File: config.mk
export PLATFORM = sky130hd
export DESIGN_NAME = pwm_settings_top
export DESIGN_NICKNAME = d
export VERILOG_FILES = /design/src/rtl/pwm_pkg.sv /design/src/rtl/pwm_cfg_if.sv /design/src/rtl/pwm_settings_top.sv /design/src/rtl/pwm_channel.sv
export SDC_FILE = /design/constraint.sdc
export NUM_CORES = 1
export LEC_CHECK = 0
export ABC_CLOCK_PERIOD_IN_PS = 7900
export BUFFER_PORTS_ARGS = -buffer_cell sky130_fd_sc_hd__clkbuf_2
export CAP_MARGIN = 25
export CORE_ASPECT_RATIO = 2
export CORE_MARGIN = 5
export CORE_UTILIZATION = 59
export DETAILED_ROUTE_END_ITERATION = 8
export PLACE_DENSITY = 0.91
export SLEW_MARGIN = 25
export SYNTH_ARGS = -nofsm -noshare
export SYNTH_HDL_FRONTEND = slang
export SYNTH_SLANG_ARGS = --single-unit
File: constraint.sdc
create_clock -name ref_clk -period 7.9 [get_ports ref_clk]
set_clock_uncertainty 0.15 [all_clocks]
set_input_delay 2.37 -clock ref_clk [delete_from_list [all_inputs] [get_ports ref_clk]]
set_output_delay 2.37 -clock ref_clk [all_outputs]
set_load 0.05 [all_outputs]
File: src/rtl/pwm_pkg.sv
// constants, field layouts and helpers for the two-channel serial-controlled bridge pwm block
// assumes the serial frame decoder presents one 32-bit word per register write
// Overview of operation
// - base clock divides by 1, 2, 4, 20
// - per-channel eleven-bit on-delay before drive turn-on
// - mode: off, forward, reverse, brake
// - brake side picked by separate select bit
// - period lasts period count plus one cycles
// - period and duty counters run on base tick
// - drive active for duty count base cycles
// - duty equal to period gives full drive
// - duty above period still gives full drive
// - zero duty keeps drive inactive all period
// - channel 2 on pair b, channel 1 pair a
// - channel 1 has own divider and delay fields
package pwm_pkg;
  localparam int unsigned CNT_W      = 11;
  localparam int unsigned DIV_W      = 5;
  localparam int unsigned ADDR_W     = 7;
  localparam int unsigned DATA_W     = 32;
  typedef logic [CNT_W-1:0]  cnt_t;
  typedef logic [DIV_W-1:0]  div_t;
  typedef logic [ADDR_W-1:0] addr_t;
  typedef logic [DATA_W-1:0] word_t;

  localparam addr_t ADDR_CH2_CLK_DLY = 7'h06;
  localparam addr_t ADDR_CH1_MODE    = 7'h07;

  localparam int unsigned DIV_MSB    = 31;
  localparam int unsigned DIV_LSB    = 30;
  localparam int unsigned MODE_MSB   = 31;
  localparam int unsigned MODE_LSB   = 30;
  localparam int unsigned PERIOD_MSB = 29;
  localparam int unsigned PERIOD_LSB = 19;
  localparam int unsigned DLY_MSB    = 18;
  localparam int unsigned DLY_LSB    = 8;
  localparam int unsigned DUTY_MSB   = 18;
  localparam int unsigned DUTY_LSB   = 8;

  localparam word_t RST_WORD = 32'h0000_0000;
  localparam word_t CH2_MASK = 32'hC007_FF00;
  localparam word_t CH1_MASK = 32'hFFFF_FF00;

  localparam logic [1:0] DIV_BY1    = 2'h0;
  localparam logic [1:0] DIV_BY2    = 2'h1;
  localparam logic [1:0] DIV_BY4    = 2'h2;
  localparam div_t       RATIO_1    = 5'h01;
  localparam div_t       RATIO_2    = 5'h02;
  localparam div_t       RATIO_4    = 5'h04;
  localparam div_t       RATIO_20   = 5'h14;

  localparam logic [1:0] MODE_OFF   = 2'h0;
  localparam logic [1:0] MODE_FWD   = 2'h1;
  localparam logic [1:0] MODE_REV   = 2'h2;
  localparam logic [1:0] MODE_BRAKE = 2'h3;

  function automatic div_t div_ratio(input logic [1:0] code);
    div_t r;
    r = RATIO_20;
    if (code == DIV_BY1) begin
      r = RATIO_1;
    end else if (code == DIV_BY2) begin
      r = RATIO_2;
    end else if (code == DIV_BY4) begin
      r = RATIO_4;
    end
    return r;
  endfunction
endpackage

File: src/rtl/pwm_cfg_if.sv
// settings of one bridge channel as passed from the register file to a channel engine
// assumes the register file drives every field as a static level
`timescale 1ns/1ps
interface pwm_cfg_if;
  import pwm_pkg::*;
  logic [1:0] div;
  cnt_t       delay;
  logic [1:0] mode;
  cnt_t       period;
  cnt_t       duty;
  logic       brake_high;
  modport src (output div, output delay, output mode, output period, output duty, output brake_high);
  modport snk (input div, input delay, input mode, input period, input duty, input brake_high);
endinterface

File: src/rtl/pwm_settings_top.sv
// register file for the two channel settings words and the two channel engines
// assumes the serial decoder gives one-cycle write and read strobes with a word address
`timescale 1ns/1ps
module pwm_settings_top
  import pwm_pkg::*;
(
  input  wire logic         ref_clk,
  input  wire logic         rst,
  input  wire logic         ext_tick,
  input  wire pwm_pkg::addr_t reg_addr,
  input  wire pwm_pkg::word_t reg_wdata,
  input  wire logic         reg_wr,
  input  wire logic         reg_rd,
  output pwm_pkg::word_t    reg_rdata,
  input  wire logic         ch1_brake_high,
  input  wire logic [1:0]   ch1_div,
  input  wire pwm_pkg::cnt_t ch1_delay,
  input  wire logic [1:0]   ch2_mode,
  input  wire pwm_pkg::cnt_t ch2_period,
  input  wire pwm_pkg::cnt_t ch2_duty,
  input  wire logic         ch2_brake_high,
  output logic [1:0]        bridge_outputs_a_hs,
  output logic [1:0]        bridge_outputs_a_ls,
  output logic [1:0]        bridge_outputs_b_hs,
  output logic [1:0]        bridge_outputs_b_ls
);
  import pwm_pkg::*;

  typedef struct packed {
    word_t chan2_clock_delay_cfg;
    word_t chan1_mode_period_duty_cfg;
    word_t rdata;
  } regs_s;

  regs_s st_q;
  regs_s st_d;

  always_comb begin
    st_d = st_q;
    if (reg_wr && reg_addr == ADDR_CH2_CLK_DLY) begin
      st_d.chan2_clock_delay_cfg = reg_wdata & CH2_MASK;
    end
    // channel 1 divider and delay share the mode word layout of bits 31:30 and 18:8 elsewhere
    if (reg_wr && reg_addr == ADDR_CH1_MODE) begin
      st_d.chan1_mode_period_duty_cfg = reg_wdata & CH1_MASK;
    end
    if (reg_rd) begin
      unique case (reg_addr)
        ADDR_CH2_CLK_DLY: begin
          st_d.rdata = st_q.chan2_clock_delay_cfg;
        end
        ADDR_CH1_MODE: begin
          st_d.rdata = st_q.chan1_mode_period_duty_cfg;
        end
        default: begin
          st_d.rdata = RST_WORD;
        end
      endcase
    end
  end

  always_ff @(posedge ref_clk or posedge rst) begin
    if (rst) begin
      st_q <= '{default: RST_WORD};
    end else begin
      st_q <= st_d;
    end
  end

  assign reg_rdata = st_q.rdata;

  // channel 1 divider and delay live in a neighbouring word, so they arrive as levels like channel 2 mode
  pwm_cfg_if cfg_a ();
  pwm_cfg_if cfg_b ();

  assign cfg_a.div        = ch1_div;
  assign cfg_a.delay      = ch1_delay;
  assign cfg_a.mode       = st_q.chan1_mode_period_duty_cfg[MODE_MSB:MODE_LSB];
  assign cfg_a.period     = st_q.chan1_mode_period_duty_cfg[PERIOD_MSB:PERIOD_LSB];
  assign cfg_a.duty       = st_q.chan1_mode_period_duty_cfg[DUTY_MSB:DUTY_LSB];
  assign cfg_a.brake_high = ch1_brake_high;

  assign cfg_b.div        = st_q.chan2_clock_delay_cfg[DIV_MSB:DIV_LSB];
  assign cfg_b.delay      = st_q.chan2_clock_delay_cfg[DLY_MSB:DLY_LSB];
  assign cfg_b.mode       = ch2_mode;
  assign cfg_b.period     = ch2_period;
  assign cfg_b.duty       = ch2_duty;
  assign cfg_b.brake_high = ch2_brake_high;

  pwm_channel u_chan_a (
    .ref_clk  (ref_clk),
    .rst      (rst),
    .ext_tick (ext_tick),
    .cfg      (cfg_a),
    .out_hs   (bridge_outputs_a_hs),
    .out_ls   (bridge_outputs_a_ls)
  );

  pwm_channel u_chan_b (
    .ref_clk  (ref_clk),
    .rst      (rst),
    .ext_tick (ext_tick),
    .cfg      (cfg_b),
    .out_hs   (bridge_outputs_b_hs),
    .out_ls   (bridge_outputs_b_ls)
  );

  property p_ch2_write;
    @(posedge ref_clk) disable iff (rst)
      (reg_wr && reg_addr == ADDR_CH2_CLK_DLY)
      |=> (cfg_b.div == $past(reg_wdata[DIV_MSB:DIV_LSB]) && cfg_b.delay == $past(reg_wdata[DLY_MSB:DLY_LSB]));
  endproperty
  a_ch2_write: assert property (p_ch2_write) else $error("channel 2 fields not stored");

  property p_ch1_write;
    @(posedge ref_clk) disable iff (rst)
      (reg_wr && reg_addr == ADDR_CH1_MODE)
      |=> (cfg_a.period == $past(reg_wdata[PERIOD_MSB:PERIOD_LSB]) && cfg_a.duty == $past(reg_wdata[DUTY_MSB:DUTY_LSB]));
  endproperty
  a_ch1_write: assert property (p_ch1_write) else $error("channel 1 period or duty not stored");

  property p_reserved_zero;
    @(posedge ref_clk) disable iff (rst)
      (reg_rd && reg_addr == ADDR_CH2_CLK_DLY) |=> ((reg_rdata & ~CH2_MASK) == RST_WORD);
  endproperty
  a_reserved_zero: assert property (p_reserved_zero) else $error("reserved bits read non zero");

  property p_pair_b_off;
    @(posedge ref_clk) disable iff (rst)
      (ch2_mode == MODE_OFF) [*3] |-> (bridge_outputs_b_hs == 2'b00 && bridge_outputs_b_ls == 2'b00);
  endproperty
  a_pair_b_off: assert property (p_pair_b_off) else $error("pair b driven while channel 2 off");

  property p_ch2_hold;
    @(posedge ref_clk) disable iff (rst)
      !(reg_wr && reg_addr == ADDR_CH2_CLK_DLY) |=> $stable(st_q.chan2_clock_delay_cfg);
  endproperty
  a_ch2_hold: assert property (p_ch2_hold) else $error("channel 2 word changed without a write");

  property p_ch1_hold;
    @(posedge ref_clk) disable iff (rst)
      !(reg_wr && reg_addr == ADDR_CH1_MODE) |=> $stable(st_q.chan1_mode_period_duty_cfg);
  endproperty
  a_ch1_hold: assert property (p_ch1_hold) else $error("channel 1 word changed without a write");

  property p_rd_ch2;
    @(posedge ref_clk) disable iff (rst)
      (reg_rd && reg_addr == ADDR_CH2_CLK_DLY) |=> (reg_rdata == $past(st_q.chan2_clock_delay_cfg));
  endproperty
  a_rd_ch2: assert property (p_rd_ch2) else $error("channel 2 word read back wrong");

  property p_rd_ch1;
    @(posedge ref_clk) disable iff (rst)
      (reg_rd && reg_addr == ADDR_CH1_MODE) |=> (reg_rdata == $past(st_q.chan1_mode_period_duty_cfg));
  endproperty
  a_rd_ch1: assert property (p_rd_ch1) else $error("channel 1 word read back wrong");

  property p_rd_other;
    @(posedge ref_clk) disable iff (rst)
      (reg_rd && reg_addr != ADDR_CH2_CLK_DLY && reg_addr != ADDR_CH1_MODE) |=> (reg_rdata == RST_WORD);
  endproperty
  a_rd_other: assert property (p_rd_other) else $error("unmapped address read non zero");

  property p_rd_hold;
    @(posedge ref_clk) disable iff (rst)
      !reg_rd |=> $stable(reg_rdata);
  endproperty
  a_rd_hold: assert property (p_rd_hold) else $error("read data moved without a read");

  property p_ch2_reserved;
    @(posedge ref_clk) disable iff (rst)
      (st_q.chan2_clock_delay_cfg & ~CH2_MASK) == RST_WORD;
  endproperty
  a_ch2_reserved: assert property (p_ch2_reserved) else $error("channel 2 reserved bits stored");

  property p_ch1_reserved;
    @(posedge ref_clk) disable iff (rst)
      (st_q.chan1_mode_period_duty_cfg & ~CH1_MASK) == RST_WORD;
  endproperty
  a_ch1_reserved: assert property (p_ch1_reserved) else $error("channel 1 reserved bits stored");

  property p_pair_a_off;
    @(posedge ref_clk) disable iff (rst)
      (st_q.chan1_mode_period_duty_cfg[MODE_MSB:MODE_LSB] == MODE_OFF) [*3] |-> (bridge_outputs_a_hs == 2'b00 && bridge_outputs_a_ls == 2'b00);
  endproperty
  a_pair_a_off: assert property (p_pair_a_off) else $error("pair a driven while channel 1 off");

  property p_pair_a_legs;
    @(posedge ref_clk) disable iff (rst)
      (bridge_outputs_a_hs & bridge_outputs_a_ls) == 2'b00;
  endproperty
  a_pair_a_legs: assert property (p_pair_a_legs) else $error("pair a leg has both gates on");

  property p_pair_b_legs;
    @(posedge ref_clk) disable iff (rst)
      (bridge_outputs_b_hs & bridge_outputs_b_ls) == 2'b00;
  endproperty
  a_pair_b_legs: assert property (p_pair_b_legs) else $error("pair b leg has both gates on");

  property p_pair_a_fwd;
    @(posedge ref_clk) disable iff (rst)
      (bridge_outputs_a_hs == 2'b01) |-> (bridge_outputs_a_ls == 2'b10);
  endproperty
  a_pair_a_fwd: assert property (p_pair_a_fwd) else $error("pair a forward legs mismatched");

  property p_pair_b_fwd;
    @(posedge ref_clk) disable iff (rst)
      (bridge_outputs_b_hs == 2'b01) |-> (bridge_outputs_b_ls == 2'b10);
  endproperty
  a_pair_b_fwd: assert property (p_pair_b_fwd) else $error("pair b forward legs mismatched");

  property p_pair_a_rev;
    @(posedge ref_clk) disable iff (rst)
      (bridge_outputs_a_hs == 2'b10) |-> (bridge_outputs_a_ls == 2'b01);
  endproperty
  a_pair_a_rev: assert property (p_pair_a_rev) else $error("pair a reverse legs mismatched");

  property p_pair_b_rev;
    @(posedge ref_clk) disable iff (rst)
      (bridge_outputs_b_hs == 2'b10) |-> (bridge_outputs_b_ls == 2'b01);
  endproperty
  a_pair_b_rev: assert property (p_pair_b_rev) else $error("pair b reverse legs mismatched");

  c_ch1_write: cover property (@(posedge ref_clk) disable iff (rst) reg_wr && reg_addr == ADDR_CH1_MODE);
  c_read: cover property (@(posedge ref_clk) disable iff (rst) reg_rd ##1 reg_rdata != RST_WORD);
endmodule

File: src/rtl/pwm_channel.sv
// one bridge channel: base divider, on-delay, period/duty counter, gate outputs
// assumes ext_tick is a one-cycle pulse per external input clock period
`timescale 1ns/1ps
module pwm_channel
  import pwm_pkg::*;
(
  input  wire logic ref_clk,
  input  wire logic rst,
  input  wire logic ext_tick,
  pwm_cfg_if.snk    cfg,
  output logic [1:0] out_hs,
  output logic [1:0] out_ls
);
  import pwm_pkg::*;

  typedef struct packed {
    div_t       div_cnt;
    cnt_t       cnt;
    cnt_t       per;
    cnt_t       duty;
    logic [1:0] mode;
    cnt_t       dly;
    logic [1:0] hs;
    logic [1:0] ls;
  } chan_s;

  chan_s st_q;
  chan_s st_d;
  logic  base_tick;
  logic  on_phase;

  // >= lets a shortened ratio act on the next tick instead of waiting for the count to wrap
  assign base_tick = ext_tick && (st_q.div_cnt >= div_t'(div_ratio(cfg.div) - RATIO_1));
  // zero duty wins over the full-duty clamp so period 0 with duty 0 stays off
  assign on_phase = (st_q.duty != '0) && ((st_q.duty >= st_q.per) || (st_q.cnt < st_q.duty));

  always_comb begin
    st_d = st_q;
    if (ext_tick) begin
      st_d.div_cnt = base_tick ? '0 : div_t'(st_q.div_cnt + RATIO_1);
    end
    if (base_tick) begin
      if (st_q.cnt >= st_q.per) begin
        st_d.cnt  = '0;
        st_d.per  = cfg.period;
        st_d.duty = cfg.duty;
      end else begin
        st_d.cnt = cnt_t'(st_q.cnt + 1'b1);
      end
      if (st_q.dly != '0) begin
        st_d.dly = cnt_t'(st_q.dly - 1'b1);
      end
    end
    // a mode change restarts the turn-on delay; the bridge stays open meanwhile
    if (cfg.mode != st_q.mode) begin
      st_d.mode = cfg.mode;
      st_d.dly  = cfg.delay;
    end
    st_d.hs = '0;
    st_d.ls = '0;
    if (st_q.dly == '0) begin
      unique case (st_q.mode)
        MODE_OFF: begin
          st_d.hs = '0;
        end
        MODE_FWD: begin
          st_d.hs = on_phase ? 2'b01 : 2'b00;
          st_d.ls = on_phase ? 2'b10 : 2'b11;
        end
        MODE_REV: begin
          st_d.hs = on_phase ? 2'b10 : 2'b00;
          st_d.ls = on_phase ? 2'b01 : 2'b11;
        end
        MODE_BRAKE: begin
          st_d.hs = cfg.brake_high ? 2'b11 : 2'b00;
          st_d.ls = cfg.brake_high ? 2'b00 : 2'b11;
        end
      endcase
    end
  end

  always_ff @(posedge ref_clk or posedge rst) begin
    if (rst) begin
      st_q <= '0;
    end else begin
      st_q <= st_d;
    end
  end

  assign out_hs = st_q.hs;
  assign out_ls = st_q.ls;

  property p_div_one;
    @(posedge ref_clk) disable iff (rst)
      (ext_tick && cfg.div == DIV_BY1) |-> base_tick;
  endproperty
  a_div_one: assert property (p_div_one) else $error("divide by one missed a tick");

  property p_wrap;
    @(posedge ref_clk) disable iff (rst)
      (base_tick && st_q.cnt == st_q.per) |=> (st_q.cnt == '0);
  endproperty
  a_wrap: assert property (p_wrap) else $error("period counter did not wrap");

  property p_latch_boundary;
    @(posedge ref_clk) disable iff (rst)
      !$stable(st_q.per) |-> $past(base_tick && (st_q.cnt >= st_q.per));
  endproperty
  a_latch_boundary: assert property (p_latch_boundary) else $error("period changed mid cycle");

  property p_zero_duty;
    @(posedge ref_clk) disable iff (rst)
      (st_q.mode == MODE_FWD && st_q.dly == '0 && st_q.duty == '0) |=> (out_hs == 2'b00 && out_ls == 2'b11);
  endproperty
  a_zero_duty: assert property (p_zero_duty) else $error("zero duty drove high side");

  property p_full_duty;
    @(posedge ref_clk) disable iff (rst)
      (st_q.mode == MODE_FWD && st_q.dly == '0 && st_q.duty != '0 && st_q.duty >= st_q.per)
      |=> (out_hs == 2'b01);
  endproperty
  a_full_duty: assert property (p_full_duty) else $error("full duty dropped drive");

  property p_mode_off;
    @(posedge ref_clk) disable iff (rst)
      (st_q.mode == MODE_OFF) |=> (out_hs == 2'b00 && out_ls == 2'b00);
  endproperty
  a_mode_off: assert property (p_mode_off) else $error("off mode drove a gate");

  property p_brake_high;
    @(posedge ref_clk) disable iff (rst)
      (st_q.mode == MODE_BRAKE && st_q.dly == '0 && cfg.brake_high) |=> (out_hs == 2'b11 && out_ls == 2'b00);
  endproperty
  a_brake_high: assert property (p_brake_high) else $error("high side brake wrong");

  property p_delay_load;
    @(posedge ref_clk) disable iff (rst)
      (cfg.mode != st_q.mode) |=> (st_q.dly == $past(cfg.delay));
  endproperty
  a_delay_load: assert property (p_delay_load) else $error("on delay not loaded");

  c_fwd_pwm: cover property (@(posedge ref_clk) disable iff (rst) $rose(out_hs[0]) ##[1:1000] $fell(out_hs[0]));
  c_brake: cover property (@(posedge ref_clk) disable iff (rst) st_q.mode == MODE_BRAKE && st_q.dly == '0);
  c_div20: cover property (@(posedge ref_clk) disable iff (rst) base_tick && cfg.div == 2'h3);
endmodule

Word level (Yosys, flattened, before mapping)
Index checks and enable logic that the tools add are counted.
- flip-flop bits (word level): 179
- $add $sub $neg: 8
- $lt $le $gt $ge: 8
- equality and inequality tests: 14
- multiplexer cells: 35
- reduce and logical (&&, ||, !) cells: 26
- operators by type and width (kind ; number):
    2-to-1 mux 11 bit ; 8
    one-hot mux 32 bit (2 select lines) ; 1
    >= comparator 11 bit ; 4
    nonzero test 11 bit ; 4
    2-to-1 mux 5 bit ; 8
    adder 11 x 1 -> 11 bit, second input constant ; 2
    zero test 11 bit ; 2
    < comparator 11 bit ; 2
    subtractor 11 x 1 -> 11 bit, second input constant ; 2
    2-to-1 mux 2 bit ; 8
    one-hot mux 2 bit (4 select lines) ; 2
    equality test 7 x 3 -> 1 bit, second input constant ; 2
    equality test 2 bit, second input constant ; 6
    one-hot mux 2 bit (3 select lines) ; 2
    adder 5 x 1 -> 5 bit, second input constant ; 2
    >= comparator 5 bit ; 2
    subtractor 5 x 1 -> 5 bit, second input constant ; 2
    equality test 2 x 1 -> 1 bit, second input constant ; 4
    zero test 2 bit ; 4
    2-to-1 mux 4 bit ; 2
    AND reduction 2 bit ; 4
    nonzero test 2 bit ; 4
    logical AND 1 bit ; 6
    2-to-1 mux 1 bit ; 4
    2 further kinds ; 4

Depth between registers and ports, before layout
Gate-level depths: netlist (run 1).
- depth after elaboration: 9
- mapped depth: 10

Modules after synthesis
A second synthesis (run 1) with hierarchy kept.
- cells, all modules: 921
- area total of the unflattened synthesis: 9753.1 µm²
- by module, submodules not included (module ; times used ; cells an instance ; area each (µm²)):
    pwm_channel at u_chan_a ; 1 ; 359 ; 3580.9
    pwm_channel at u_chan_b ; 1 ; 350 ; 3555.9
    pwm_settings_top ; 1 ; 212 ; 2616.3

Worst setup path before layout (run 1)
No wires, ideal clock.
- path type: input to register
- start: in ch1_div[1]
- end: reg u_chan_a.st_q[17] (netlist name)
- setup time: 0.125 ns
- arrival time: 4.412 ns
- setup slack: 3.214 ns
- stages on the path: 8
- cell sequence: or2_2 -> ha_1 -> nor4bb_1 -> or3_1 -> o21ai_1 -> nor2_2 -> buf_2 -> mux2_2
- cells in the longest elaborated chain, start to end: 8
- ends and longest elaborated chain (what ; RTL line ; source):
    start, declared ; pwm_settings_top.sv:16 ; input wire logic [1:0] ch1_div,
    equality test 2 bit ; pwm_pkg.sv:64 ; end else if (code == DIV_BY4) begin
    2-to-1 mux 5 bit ; pwm_pkg.sv:64 ;
    2-to-1 mux 5 bit ; pwm_pkg.sv:62 ; end else if (code == DIV_BY2) begin
    2-to-1 mux 5 bit (*) ; pwm_pkg.sv:60 ; if (code == DIV_BY1) begin
    subtractor 5 x 1 -> 5 bit (*) ; pwm_channel.sv:33 ; assign base_tick = ext_tick && (st_q.div_cnt >= div_t'(div_ratio(cfg.div) - RATIO_1));
    >= comparator 5 bit (*) ; pwm_channel.sv:33 ;
    logical AND 1 bit (*) ; pwm_channel.sv:33 ;
    AND reduction 2 bit (no line) (*) ; - ;
    end signal, assigned ; pwm_channel.sv:86 ; st_q <= st_d;
    end, declared ; pwm_channel.sv:27 ; chan_s st_q;
Mark *: on every way between the ends. The rest lies on a longest branch, timed or not.
A chain may end at the register's enable or synchronous reset.

Worst setup path after layout (run 1)
- start: in ch1_div[1]
- end: reg u_chan_a.st_q[23] (netlist name)
The elaborated chain is that of the path after synthesis.

==> results of run 1 <==
[kinds of logic after synthesis]
group	Yosys count
AO/OA/AOI/OAI	154
XOR/XNOR	33
adder cells (fa/ha/maj)	80
buffers and inverters	131
flip-flops	171
multiplexers	98
other	2
AND/OR/NAND/NOR	242
[sequential cells by signal, indices dropped and copies added (netlist names)]
name	flops
u_chan_b.out_ls	2
reg_rdata	24
u_chan_a.st_q	51
u_chan_b.st_q	51
cfg_b.div	2
u_chan_b.out_hs	2
cfg_a.period	11
cfg_a.mode	2
u_chan_a.out_ls	2
u_chan_a.out_hs	2
cfg_a.duty	11
cfg_b.delay	11
[layer usage]
layer  track usage [%]  up-vias
li1                  -     3347
met1              24.2     3497
met2              45.1      182
met3              3.82       77
met4              14.7        0
met5                 0        -
[power by group through the flow]
stage,logic [mW],clock network (mW),registers [mW]
after global routing,1.16,0.892,1.24
after floorplan,0.792,0,1.17
after CTS,1.02,0.857,1.22
after global placement,0.950,0,1.22
after detailed placement,1.01,0,1.23
final,1.02,0.850,1.22
[final timing paths]
kind | from | to | slack, ps | cells after the start
setup / recovery | ch1_div[1] | u_chan_a.st_q[23] | 3360 | 10
hold / removal | cfg_a.mode[1] | u_chan_a.st_q[16] | 340 | 0
setup reg to reg | cfg_b.div[0] | u_chan_b.st_q[39] | 4810 | 7
hold reg to reg | cfg_a.mode[1] | u_chan_a.st_q[16] | 340 | 0
max in group asynchronous | rst | u_chan_b.st_q[12] | 4380 | 3
min in group asynchronous | rst | u_chan_a.st_q[53] | 1920 | 2
[metrics by stage]
stage	instance area, sq um	hold WS, ps	power (mW)
2_1_floorplan	9440	309	1.96
3_3_place_gp	10000	319	2.17
3_5_place_dp	10000	314	2.24
4_1_cts	10700	336	3.10
5_1_grt	10700	357	3.29
6_report	10700	335	3.09
[cells in the final DEF, fill, tap and decap left out, types with 4 or more instances in the layout]
cell and n:
sky130_fd_sc_hd__xor2_1 19, sky130_fd_sc_hd__a31oi_1 4, sky130_fd_sc_hd__a22o_1 4, sky130_fd_sc_hd__o22ai_1 15, sky130_fd_sc_hd__a21o_1 4, sky130_fd_sc_hd__nand2_1 71, sky130_fd_sc_hd__o21bai_1 5, sky130_fd_sc_hd__mux2_2 95
sky130_fd_sc_hd__nand2b_1 14, sky130_fd_sc_hd__or2_2 4, sky130_fd_sc_hd__a211oi_1 8, sky130_fd_sc_hd__nor2_1 48, sky130_fd_sc_hd__nor3_1 16, sky130_fd_sc_hd__buf_4 6, sky130_fd_sc_hd__and2_1 4, sky130_fd_sc_hd__nand3b_1 4
sky130_fd_sc_hd__xnor2_1 14, sky130_fd_sc_hd__dfrtp_1 171, sky130_fd_sc_hd__clkbuf_2 106, sky130_fd_sc_hd__a21oi_1 47, sky130_fd_sc_hd__and3_1 10, sky130_fd_sc_hd__nand4_1 12, sky130_fd_sc_hd__o21ai_0 42, sky130_fd_sc_hd__clkbuf_16 17
sky130_fd_sc_hd__or3_1 4, sky130_fd_sc_hd__conb_1 12, sky130_fd_sc_hd__nor4_1 11, sky130_fd_sc_hd__ha_1 80, sky130_fd_sc_hd__o21a_1 4, sky130_fd_sc_hd__inv_1 83, sky130_fd_sc_hd__nor2b_1 4, sky130_fd_sc_hd__inv_8 4
sky130_fd_sc_hd__nand3_1 19, sky130_fd_sc_hd__clkinv_8 7
[cell type report]
class                   count  area (sq um)
clock buffers              17           425
clock inverters            15           194
fillers                  1142          5020
inverters                  84           320
multi-input cells         619          4620
flip-flops and latches    171          4280
well taps                 201           251
repair buffers            113           587
==> out/metrics.cfg, run 1 <==
[status]
status=finished, final reports clean

[yosys]
synth.mux.area_fraction_pct=11.8
summed_instance_area_of_the_synthesized_netlist_sq_mm=0.00940
area_fraction_of_the_dominant_cell_type_after_synthesis_pct=45.5
synth_common_cells=sky130_fd_sc_hd__dfrtp_1, sky130_fd_sc_hd__mux2_2, sky130_fd_sc_hd__inv_1
main_combinational_cell_family_by_area_after_synthesis=simple AND/OR/NAND/NOR gates
post_synthesis_share_of_cell_area_spent_on_xor_and_xnor_gates_pct=3.07
yosysWarningCount=0
synth_simple_gate_area_share_pct=13.0
yosysUniqueCellTypes=58
sequential_element_share_of_the_synthesized_area_pct=45.5
ys_seq_elements=171
synthArstFlopShare_pct=100
syn_avg_cell_area_sq_um=10.3
synth_largest_area_cell=sky130_fd_sc_hd__dfrtp_1
post_synth_main_area_contributors=sky130_fd_sc_hd__dfrtp_1, sky130_fd_sc_hd__mux2_2, sky130_fd_sc_hd__ha_1, sky130_fd_sc_hd__inv_1, sky130_fd_sc_hd__nand2_1
synth-edff-count=0
synth-main-ff-cell=sky130_fd_sc_hd__dfrtp_1
synth-compound-area-share_pct=9.94
dominant_cell_by_count_in_the_synthesized_netlist=sky130_fd_sc_hd__dfrtp_1
synth_fa_ha_area_share_pct=10.6
mapped_cells=911

[timing]
postLayoutSetupSlackWorst_ps=3360
clock.fmax_ghz=0.220
grt_setup_unrepaired=false
setup_violating_endpoint_count_in_the_final_report=0
tightestPinTransition_ps=915
slew_headroom_pct=39.0
layout_worst_path_cycle_share_pct=57.4
report.final.hold_viol_count=0
final.min_clock_period_ps=4540
timing.final.max_slew_violations=0
fin_tns_setup_ps=0

[power]
power.share.clock_pct=27.5
power.sequential.fraction_pct=39.5
internal_cell_power_mw=1.93
comb_power_share_pct=33.0
power_density_mw_per_mm2=289
switching_share_pct=37.5
total_switching_power_mw=1.16
ir_worst_vdd_uv=188
power.static_leakage_nw=5.16

[detailed_routing]
detail_route.vias_per_cell=5.82
wirelength_um=21600
routed-wl-met2_um=12200
firstDrtPassIters=4
wire_per_inst_um=17.7
drtIter0Drc=366
post_route_m1_wl_um=7570
num_vias=7103
drc=0
detailroute.wirelength.met3_um=674
top_metal_used=met4
antenna_violating_nets_post_route=0

[clocking]
tritoncts_clock_tree=built
ctsHoldBuffers=0
cts-buffers-inserted=17
postcts_resize_cnt=0
post_cts.repair.setup_buffers=0
master_cell_of_the_clock_root_buffer=sky130_fd_sc_hd__clkbuf_16
cts_num_sinks=171
clock_latency_reported_for_the_late_side_of_the_worst_skew_pair_ps=430
htree_levels=4
ctsLongestPathBuffers=2
worst_setup_hold_path_clk_slew_ps=80

[placement]
placed_cells=1188
detailedPlace.worstSlack_ps=2840
numPortBuffers=106
detailed_place_hpwl_um=16100
weighted_congestion_reported_at_the_end_of_routability_driven_placement=0.899

[final_layout]
final_cells=1220
layout.nets=1169
drive_gt1_share_pct=25.5
flow.area_growth_from_synthesis_pct=13.6
final_core_util_pct=68.0
antennaDiodeCount=0

[floorplan]
die_x_um=99.3
die_area_sq_mm=0.0187
chip_height_um=189
floorplan.rows=65
core_sq_mm=0.0157
io_pins=123
initial_utilization_pct=59.9

[global_routing]
grt_first_pass_wirelength_um=36100
track_usage_pct=24.1
grt-ovfl-total=0
first_global_vias=7652
grt_start_max_net_pins=87
antenna_found_initial=0

[setup_path]
worstPathRequired_ps=8060
startpoint_type=input port
cp_slowest_cell=sky130_fd_sc_hd__mux2_2
critical_path.max_stage_delay_ps=420
setup.worst_path.class=in -> reg
critical_path_sink_type=flip-flop
timing.critical_path.buf_inv=3
largest_fanout_of_any_net_on_the_critical_path=27
arrival_ps=4700
critical_path.most_common_cell=sky130_fd_sc_hd__buf_4
critPathTopFamily=simple AND/OR/NAND/NOR gates
crit_path_cell_trace=clkbuf_2 > or2_2 > ha_1 > nor4bb_1 > or3_1 > o21ai_1 > buf_4 > nor2_2 > buf_4 > mux2_2

[worst_hold_path]
min-delay-path-class=reg -> reg

[job]
max_cap_check_violation_count=0

(Power assumes the default switching activity.)
==> inputs of run 2 (changes only) <==
Settings changed: ABC_CLOCK_PERIOD_IN_PS 7900 to 3700, CORE_UTILIZATION 59 to 53, PLACE_DENSITY 0.91 to 0.87.
Clock period 7.9 ns to 3.7 ns, I/O delays scaled along.
==> run 2 against run 1 <==
Combinational power increased by 120%. Wire length decreased by 2.5%. Total power increased by 120%. Register-to-register slack got worse by 4200 ps. Sequential share of layout area decreased by 0.32 points. Critical path depth decreased by 2. Sequential power increased by 110%. Non-clock buffer count increased by 11. Count of clock-buffer cells in the layout increased by 1. Die area increased by 10%. Final cell count increased by 1.9%. Design area increased by 0.80%.
==> out/metrics.cfg, run 2 (synthesis results as in run 1) <==
[final_layout]
layout.cells.most_common_list=sky130_fd_sc_hd__dfrtp_1, sky130_fd_sc_hd__clkbuf_2, sky130_fd_sc_hd__mux2_2, sky130_fd_sc_hd__inv_1, sky130_fd_sc_hd__ha_1
antennaDiodeCount=0
final_cells=1243
n_fill_cell=1350
final_design_area_no_fill_sq_mm=0.0108
layout.nets=1180
drive_gt1_share_pct=26.0
layout.cells.most_common=sky130_fd_sc_hd__dfrtp_1
final_core_util_pct=61.1
flow.area_growth_from_synthesis_pct=14.5

[timing]
fin_tns_setup_ps=0
postLayoutSetupSlackWorst_ps=367
tightestPinTransition_ps=990
clock.fmax_ghz=0.300
grt_setup_unrepaired=false
layout_worst_path_cycle_share_pct=90.1
finalHoldWorstSlack_ps=353
final.min_clock_period_ps=3330
report.final.hold_viol_count=0
timing.final.max_slew_violations=0
setup_violating_endpoint_count_in_the_final_report=0
slew_headroom_pct=33.7

[power]
ir_worst_vdd_uv=445
internal_cell_power_mw=4.24
power.static_leakage_nw=5.20
power_density_mw_per_mm2=621
total_switching_power_mw=2.44
switching_share_pct=36.5
power.sequential.fraction_pct=38.8
comb_power_share_pct=33.7
power.share.clock_pct=27.5
power.total_mw=6.69

[global_routing]
grt_start_max_net_pins=60
grt.busiest_layer=met2
track_usage_pct=20.9
first_global_vias=7486
groute.layer.met3.usage_pct=4.21
routing_usage_on_met1_pct=26.1
global_route.usage.met2_pct=34.9
grt_first_pass_wirelength_um=35600
grt-ovfl-total=0
antenna_found_initial=0

[floorplan]
core_sq_mm=0.0176
floorplan.rows=69
die_area_sq_mm=0.0207
io_pins=123
chip_height_um=198
die_x_um=104
initial_utilization_pct=53.4

[clocking]
clock_latency_reported_for_the_late_side_of_the_worst_skew_pair_ps=450
cts-buffers-inserted=17
worst_setup_hold_path_clk_slew_ps=70
post_cts.repair.setup_buffers=0
postcts_resize_cnt=0
htree_levels=4
ctsLongestPathBuffers=2
tritoncts_clock_tree=built
master_cell_of_the_clock_root_buffer=sky130_fd_sc_hd__clkbuf_16
cts_num_sinks=171
ctsHoldBuffers=0

[setup_path]
rr_worst_depth=9
critical_path_sink_type=flip-flop
largest_fanout_of_any_net_on_the_critical_path=27
startpoint_type=input port
reg2reg_to=u_chan_b.st_q[9]
setup.worst_path.class=in -> reg
timing.reg2reg.setup_slack_ps=590
critPathTopFamily=simple AND/OR/NAND/NOR gates
crit_path_cell_trace=clkbuf_2 > or2_2 > ha_1 > nor4bb_1 > or3_1 > o21ai_1 > nor2_4 > mux2_2
crit-reg2reg-launch=cfg_b.div[0]
cp_slowest_cell=sky130_fd_sc_hd__nor2_4
worstPathRequired_ps=3870
arrival_ps=3510
timing.critical_path.buf_inv=1
critical_path.max_stage_delay_ps=650

[placement]
placed_cells=1210
post_dp_cell_area_sq_mm=0.0101
detailed_place_hpwl_um=15500
detailedPlace.worstSlack_ps=-64.8
numPortBuffers=106
weighted_congestion_reported_at_the_end_of_routability_driven_placement=0.873

[detailed_routing]
wire_per_inst_um=17.0
num_vias=7220
detail_route.vias_per_cell=5.81
firstDrtPassIters=5
antenna_violating_nets_post_route=0
wirelength_um=21100
drc=0
drtIter0Drc=617

[worst_hold_path]
holdCritStartpoint=cfg_a.mode[0]
hold_depth=0
min-delay-path-class=reg -> reg
whs_endpoint=u_chan_a.st_q[15]

[job]
max_cap_check_violation_count=0

[status]
status=finished, final reports clean

run 2: cell types whose count changed in the layout (fill, tap and decap cells not counted), moves of 2 or more:
cell	change
sky130_fd_sc_hd__buf_4	+11
sky130_fd_sc_hd__nor2_2	-2
sky130_fd_sc_hd__inv_8	-2
sky130_fd_sc_hd__bufinv_16	+2
sky130_fd_sc_hd__clkinv_8	-5
sky130_fd_sc_hd__clkinvlp_4	+2
run 2: how the worst max path moves through the flow:
stage	cells after the start	startpoint	slack, ps	endpoint
floorplan	1	rst	260	cfg_a.duty[0]
global placement	8	ch1_div[1]	-270	u_chan_a.st_q[29]
detailed placement	8	ch1_div[1]	-60	u_chan_a.st_q[27]
CTS	8	ch1_div[1]	390	u_chan_a.st_q[21]
global route	8	ch1_div[1]	230	u_chan_a.st_q[29]
finish	8	ch1_div[1]	370	u_chan_a.st_q[29]
run 2: worst register-to-register path, delay by kind of cell, from the launching register on:
family                     cells  cell delay [ps]
buffers and inverters          1              280
adders and majority gates      1              270
xor gates and xnor gates       1              200
DFF                            1              420
and+or+nand+nor                4             1270
AOI/OAI and AO/OA              2              380
run 2: metal layers:
metal | wire length [um] | part of all wire, %
met1 | 8600 | 41
met2 | 10500 | 50
met3 | 1340 | 6.3
met4 | 620 | 2.9
met5 | 0 | 0
run 2: cell type report:
cell class | count | area (sq um) | area share, %
flip-flops and latches | 171 | 4280 | 39.7
well taps | 213 | 267 | 2.48
clock buffers | 18 | 429 | 3.99
inverters | 84 | 319 | 2.96
multi-input cells | 619 | 4610 | 42.9
clock inverters | 14 | 180 | 1.67
repair buffers | 124 | 678 | 6.30
run 2: power by group through the flow:
stage               logic [mW]  clock network, mW  registers, mW
finish                    2.25               1.84           2.60
global route              2.54               1.94           2.64
CTS                       2.24               1.87           2.58
detailed placement        2.20                  0           2.61
global placement          2.03                  0           2.59
floorplan                 1.69                  0           2.49
==> inputs of run 3 (changes only) <==
Settings changed: ABC_AREA set to 1.
==> run 3 against run 2 <==
Utilization decreased by 0.90 points. Flip-flop and latch count unchanged. Fmax increased by 21%. First-iteration DRC count decreased by 17%. Sequential share of layout area decreased by 1.8 points. Critical path depth increased by 2. Clock power decreased by 4%. Highest routed layer unchanged.
==> out/metrics.cfg, run 3 <==
[worst_hold_path]
holdCritStartpoint=cfg_a.mode[1]
hold_depth=0
min-delay-path-class=reg -> reg
whs_endpoint=u_chan_a.st_q[16]

[global_routing]
grt-ovfl-total=0
grt_start_max_net_pins=44
grt_first_pass_wirelength_um=40400
first_global_vias=8735
track_usage_pct=23.3
antenna_found_initial=0

[floorplan]
die_area_sq_mm=0.0219
core_sq_mm=0.0187
chip_height_um=204
io_pins=123
initial_utilization_pct=53.5
die_x_um=107
floorplan.rows=71

[timing]
grt_setup_unrepaired=false
fin_tns_setup_ps=0
final.min_clock_period_ps=2750
postLayoutSetupSlackWorst_ps=948
timing.final.max_slew_violations=0
setup_violating_endpoint_count_in_the_final_report=0
slew_headroom_pct=47.7
tightestPinTransition_ps=783
report.final.hold_viol_count=0
clock.fmax_ghz=0.363
layout_worst_path_cycle_share_pct=74.4

[yosys]
synth_common_cells=sky130_fd_sc_hd__nand2_1, sky130_fd_sc_hd__dfrtp_1, sky130_fd_sc_hd__inv_1
synth_largest_area_cell=sky130_fd_sc_hd__dfrtp_1
yosysUniqueCellTypes=43
mapped_cells=1235
syn_avg_cell_area_sq_um=8.12
ys_seq_elements=171
area_fraction_of_the_dominant_cell_type_after_synthesis_pct=42.7
summed_instance_area_of_the_synthesized_netlist_sq_mm=0.0100
post_synth_main_area_contributors=sky130_fd_sc_hd__dfrtp_1, sky130_fd_sc_hd__nand2_1, sky130_fd_sc_hd__ha_1, sky130_fd_sc_hd__inv_1, sky130_fd_sc_hd__nand3_1
synthArstFlopShare_pct=100
dominant_cell_by_count_in_the_synthesized_netlist=sky130_fd_sc_hd__nand2_1
synth-edff-count=0
synth-main-ff-cell=sky130_fd_sc_hd__dfrtp_1
sequential_element_share_of_the_synthesized_area_pct=42.7
yosysWarningCount=0

[setup_path]
worstPathRequired_ps=3930
timing.reg2reg.setup_slack_ps=1080
reg2reg_to=u_chan_b.st_q[17]
critical_path.most_common_cell=sky130_fd_sc_hd__nand2_1
arrival_ps=2980
largest_fanout_of_any_net_on_the_critical_path=24
critical_path_sink_type=flip-flop
crit_path_cell_trace=clkbuf_2 > or2_2 > ha_1 > nand4_1 > nand3_1 > nand2_1 > buf_4 > nor2_4 > nand2_1 > nand2_1
cp_slowest_cell=sky130_fd_sc_hd__nor2_4
critPathTopFamily=simple AND/OR/NAND/NOR gates
crit-reg2reg-launch=cfg_b.div[1]
rr_worst_depth=10
timing.critical_path.buf_inv=2
critical_path.max_stage_delay_ps=510
startpoint_type=input port
setup.worst_path.class=in -> reg

[final_layout]
flow.area_growth_from_synthesis_pct=12.6
layout.cells.most_common=sky130_fd_sc_hd__nand2_1
final_core_util_pct=60.2
n_fill_cell=1562
layout.nets=1491
antennaDiodeCount=0
layout.cells.most_common_list=sky130_fd_sc_hd__nand2_1, sky130_fd_sc_hd__dfrtp_1, sky130_fd_sc_hd__inv_1, sky130_fd_sc_hd__clkbuf_2, sky130_fd_sc_hd__nor2_1
drive_gt1_share_pct=16.6

[clocking]
master_cell_of_the_clock_root_buffer=sky130_fd_sc_hd__clkbuf_16
post_cts.repair.setup_buffers=0
ctsHoldBuffers=0
worst_setup_hold_path_clk_slew_ps=70
htree_levels=4
tritoncts_clock_tree=built
clock_latency_reported_for_the_late_side_of_the_worst_skew_pair_ps=450
cts-buffers-inserted=17
postcts_resize_cnt=0
ctsLongestPathBuffers=2
cts_num_sinks=171

[power]
power.total_mw=6.30
power_density_mw_per_mm2=558
ir_worst_vdd_uv=371
power.static_leakage_nw=5.95

[placement]
detailed_place_hpwl_um=18700
numPortBuffers=106
detailedPlace.worstSlack_ps=523
weighted_congestion_reported_at_the_end_of_routability_driven_placement=0.968

[detailed_routing]
wirelength_um=24400
drc=0
detail_route.vias_per_cell=5.35
firstDrtPassIters=5
antenna_violating_nets_post_route=0
drtIter0Drc=511
wire_per_inst_um=15.3
num_vias=8542

[job]
max_cap_check_violation_count=0

[status]
status=finished, final reports clean

## run 3: cell type report
class,count,area (sq um),share of cell area [%]
clock inverter,14,141,1.25
sequential,171,4280,37.9
inverter,133,503,4.46
timing repair buffer,118,658,5.83
clock buffer,18,439,3.89
tap,255,319,2.83
multi-input combinational,887,4950,43.8
## run 3: logic make-up after synthesis
| group | after synthesis | synth area share (%) |
|---|---|---|
| other cells | 2 | 0.0749 |
| buf+inv | 187 | 8.30 |
| mux | 11 | 1.24 |
| simple gates | 595 | 26.0 |
| compound gates | 166 | 9.73 |
| xor+xnor | 23 | 2.01 |
| flops | 171 | 42.7 |
| fa+ha+maj | 80 | 9.99 |
## run 3: power breakdown
part           internal, mW  switching [mW]
clock                 0.919           0.854
combinational         0.727            1.35
sequential             2.13           0.323
total                  3.78            2.53
## run 3: worst max-delay path by stage
stage	cells past startpoint	slack, ps	from	endpoint
4_1_cts	10	940	ch1_div[1]	u_chan_a.st_q[32]
2_1_floorplan	1	260	rst	cfg_a.duty[0]
3_5_place_dp	10	520	ch1_div[1]	u_chan_a.st_q[17]
3_3_place_gp	10	580	ch1_div[1]	u_chan_a.st_q[18]
6_report	10	950	ch1_div[1]	u_chan_a.st_q[27]
5_1_grt	6	820	reg_addr[5]	cfg_a.period[2]
## run 3: layer usage
metal	track usage [%]	part of all wire (%)	vias up	wire length, um
li1	-	-	4190	-
met1	23.4	36	3998	8670
met2	43.1	55	267	13300
met3	4.02	4.0	87	986
met4	15.0	5.8	0	1410
met5	0	0	-	0
## run 3: per-stage QoR
| stage | hold WS, ps | std cells | cell area [sq um] |
|---|---|---|---|
| 6_report | 331 | 1596 | 11300 |
| 3_5_place_dp | 307 | 1564 | 10700 |
| 4_1_cts | 328 | 1596 | 11300 |
| 5_1_grt | 343 | 1596 | 11300 |
| 2_1_floorplan | 299 | 1245 | 10100 |
| 3_3_place_gp | 292 | 1564 | 10700 |
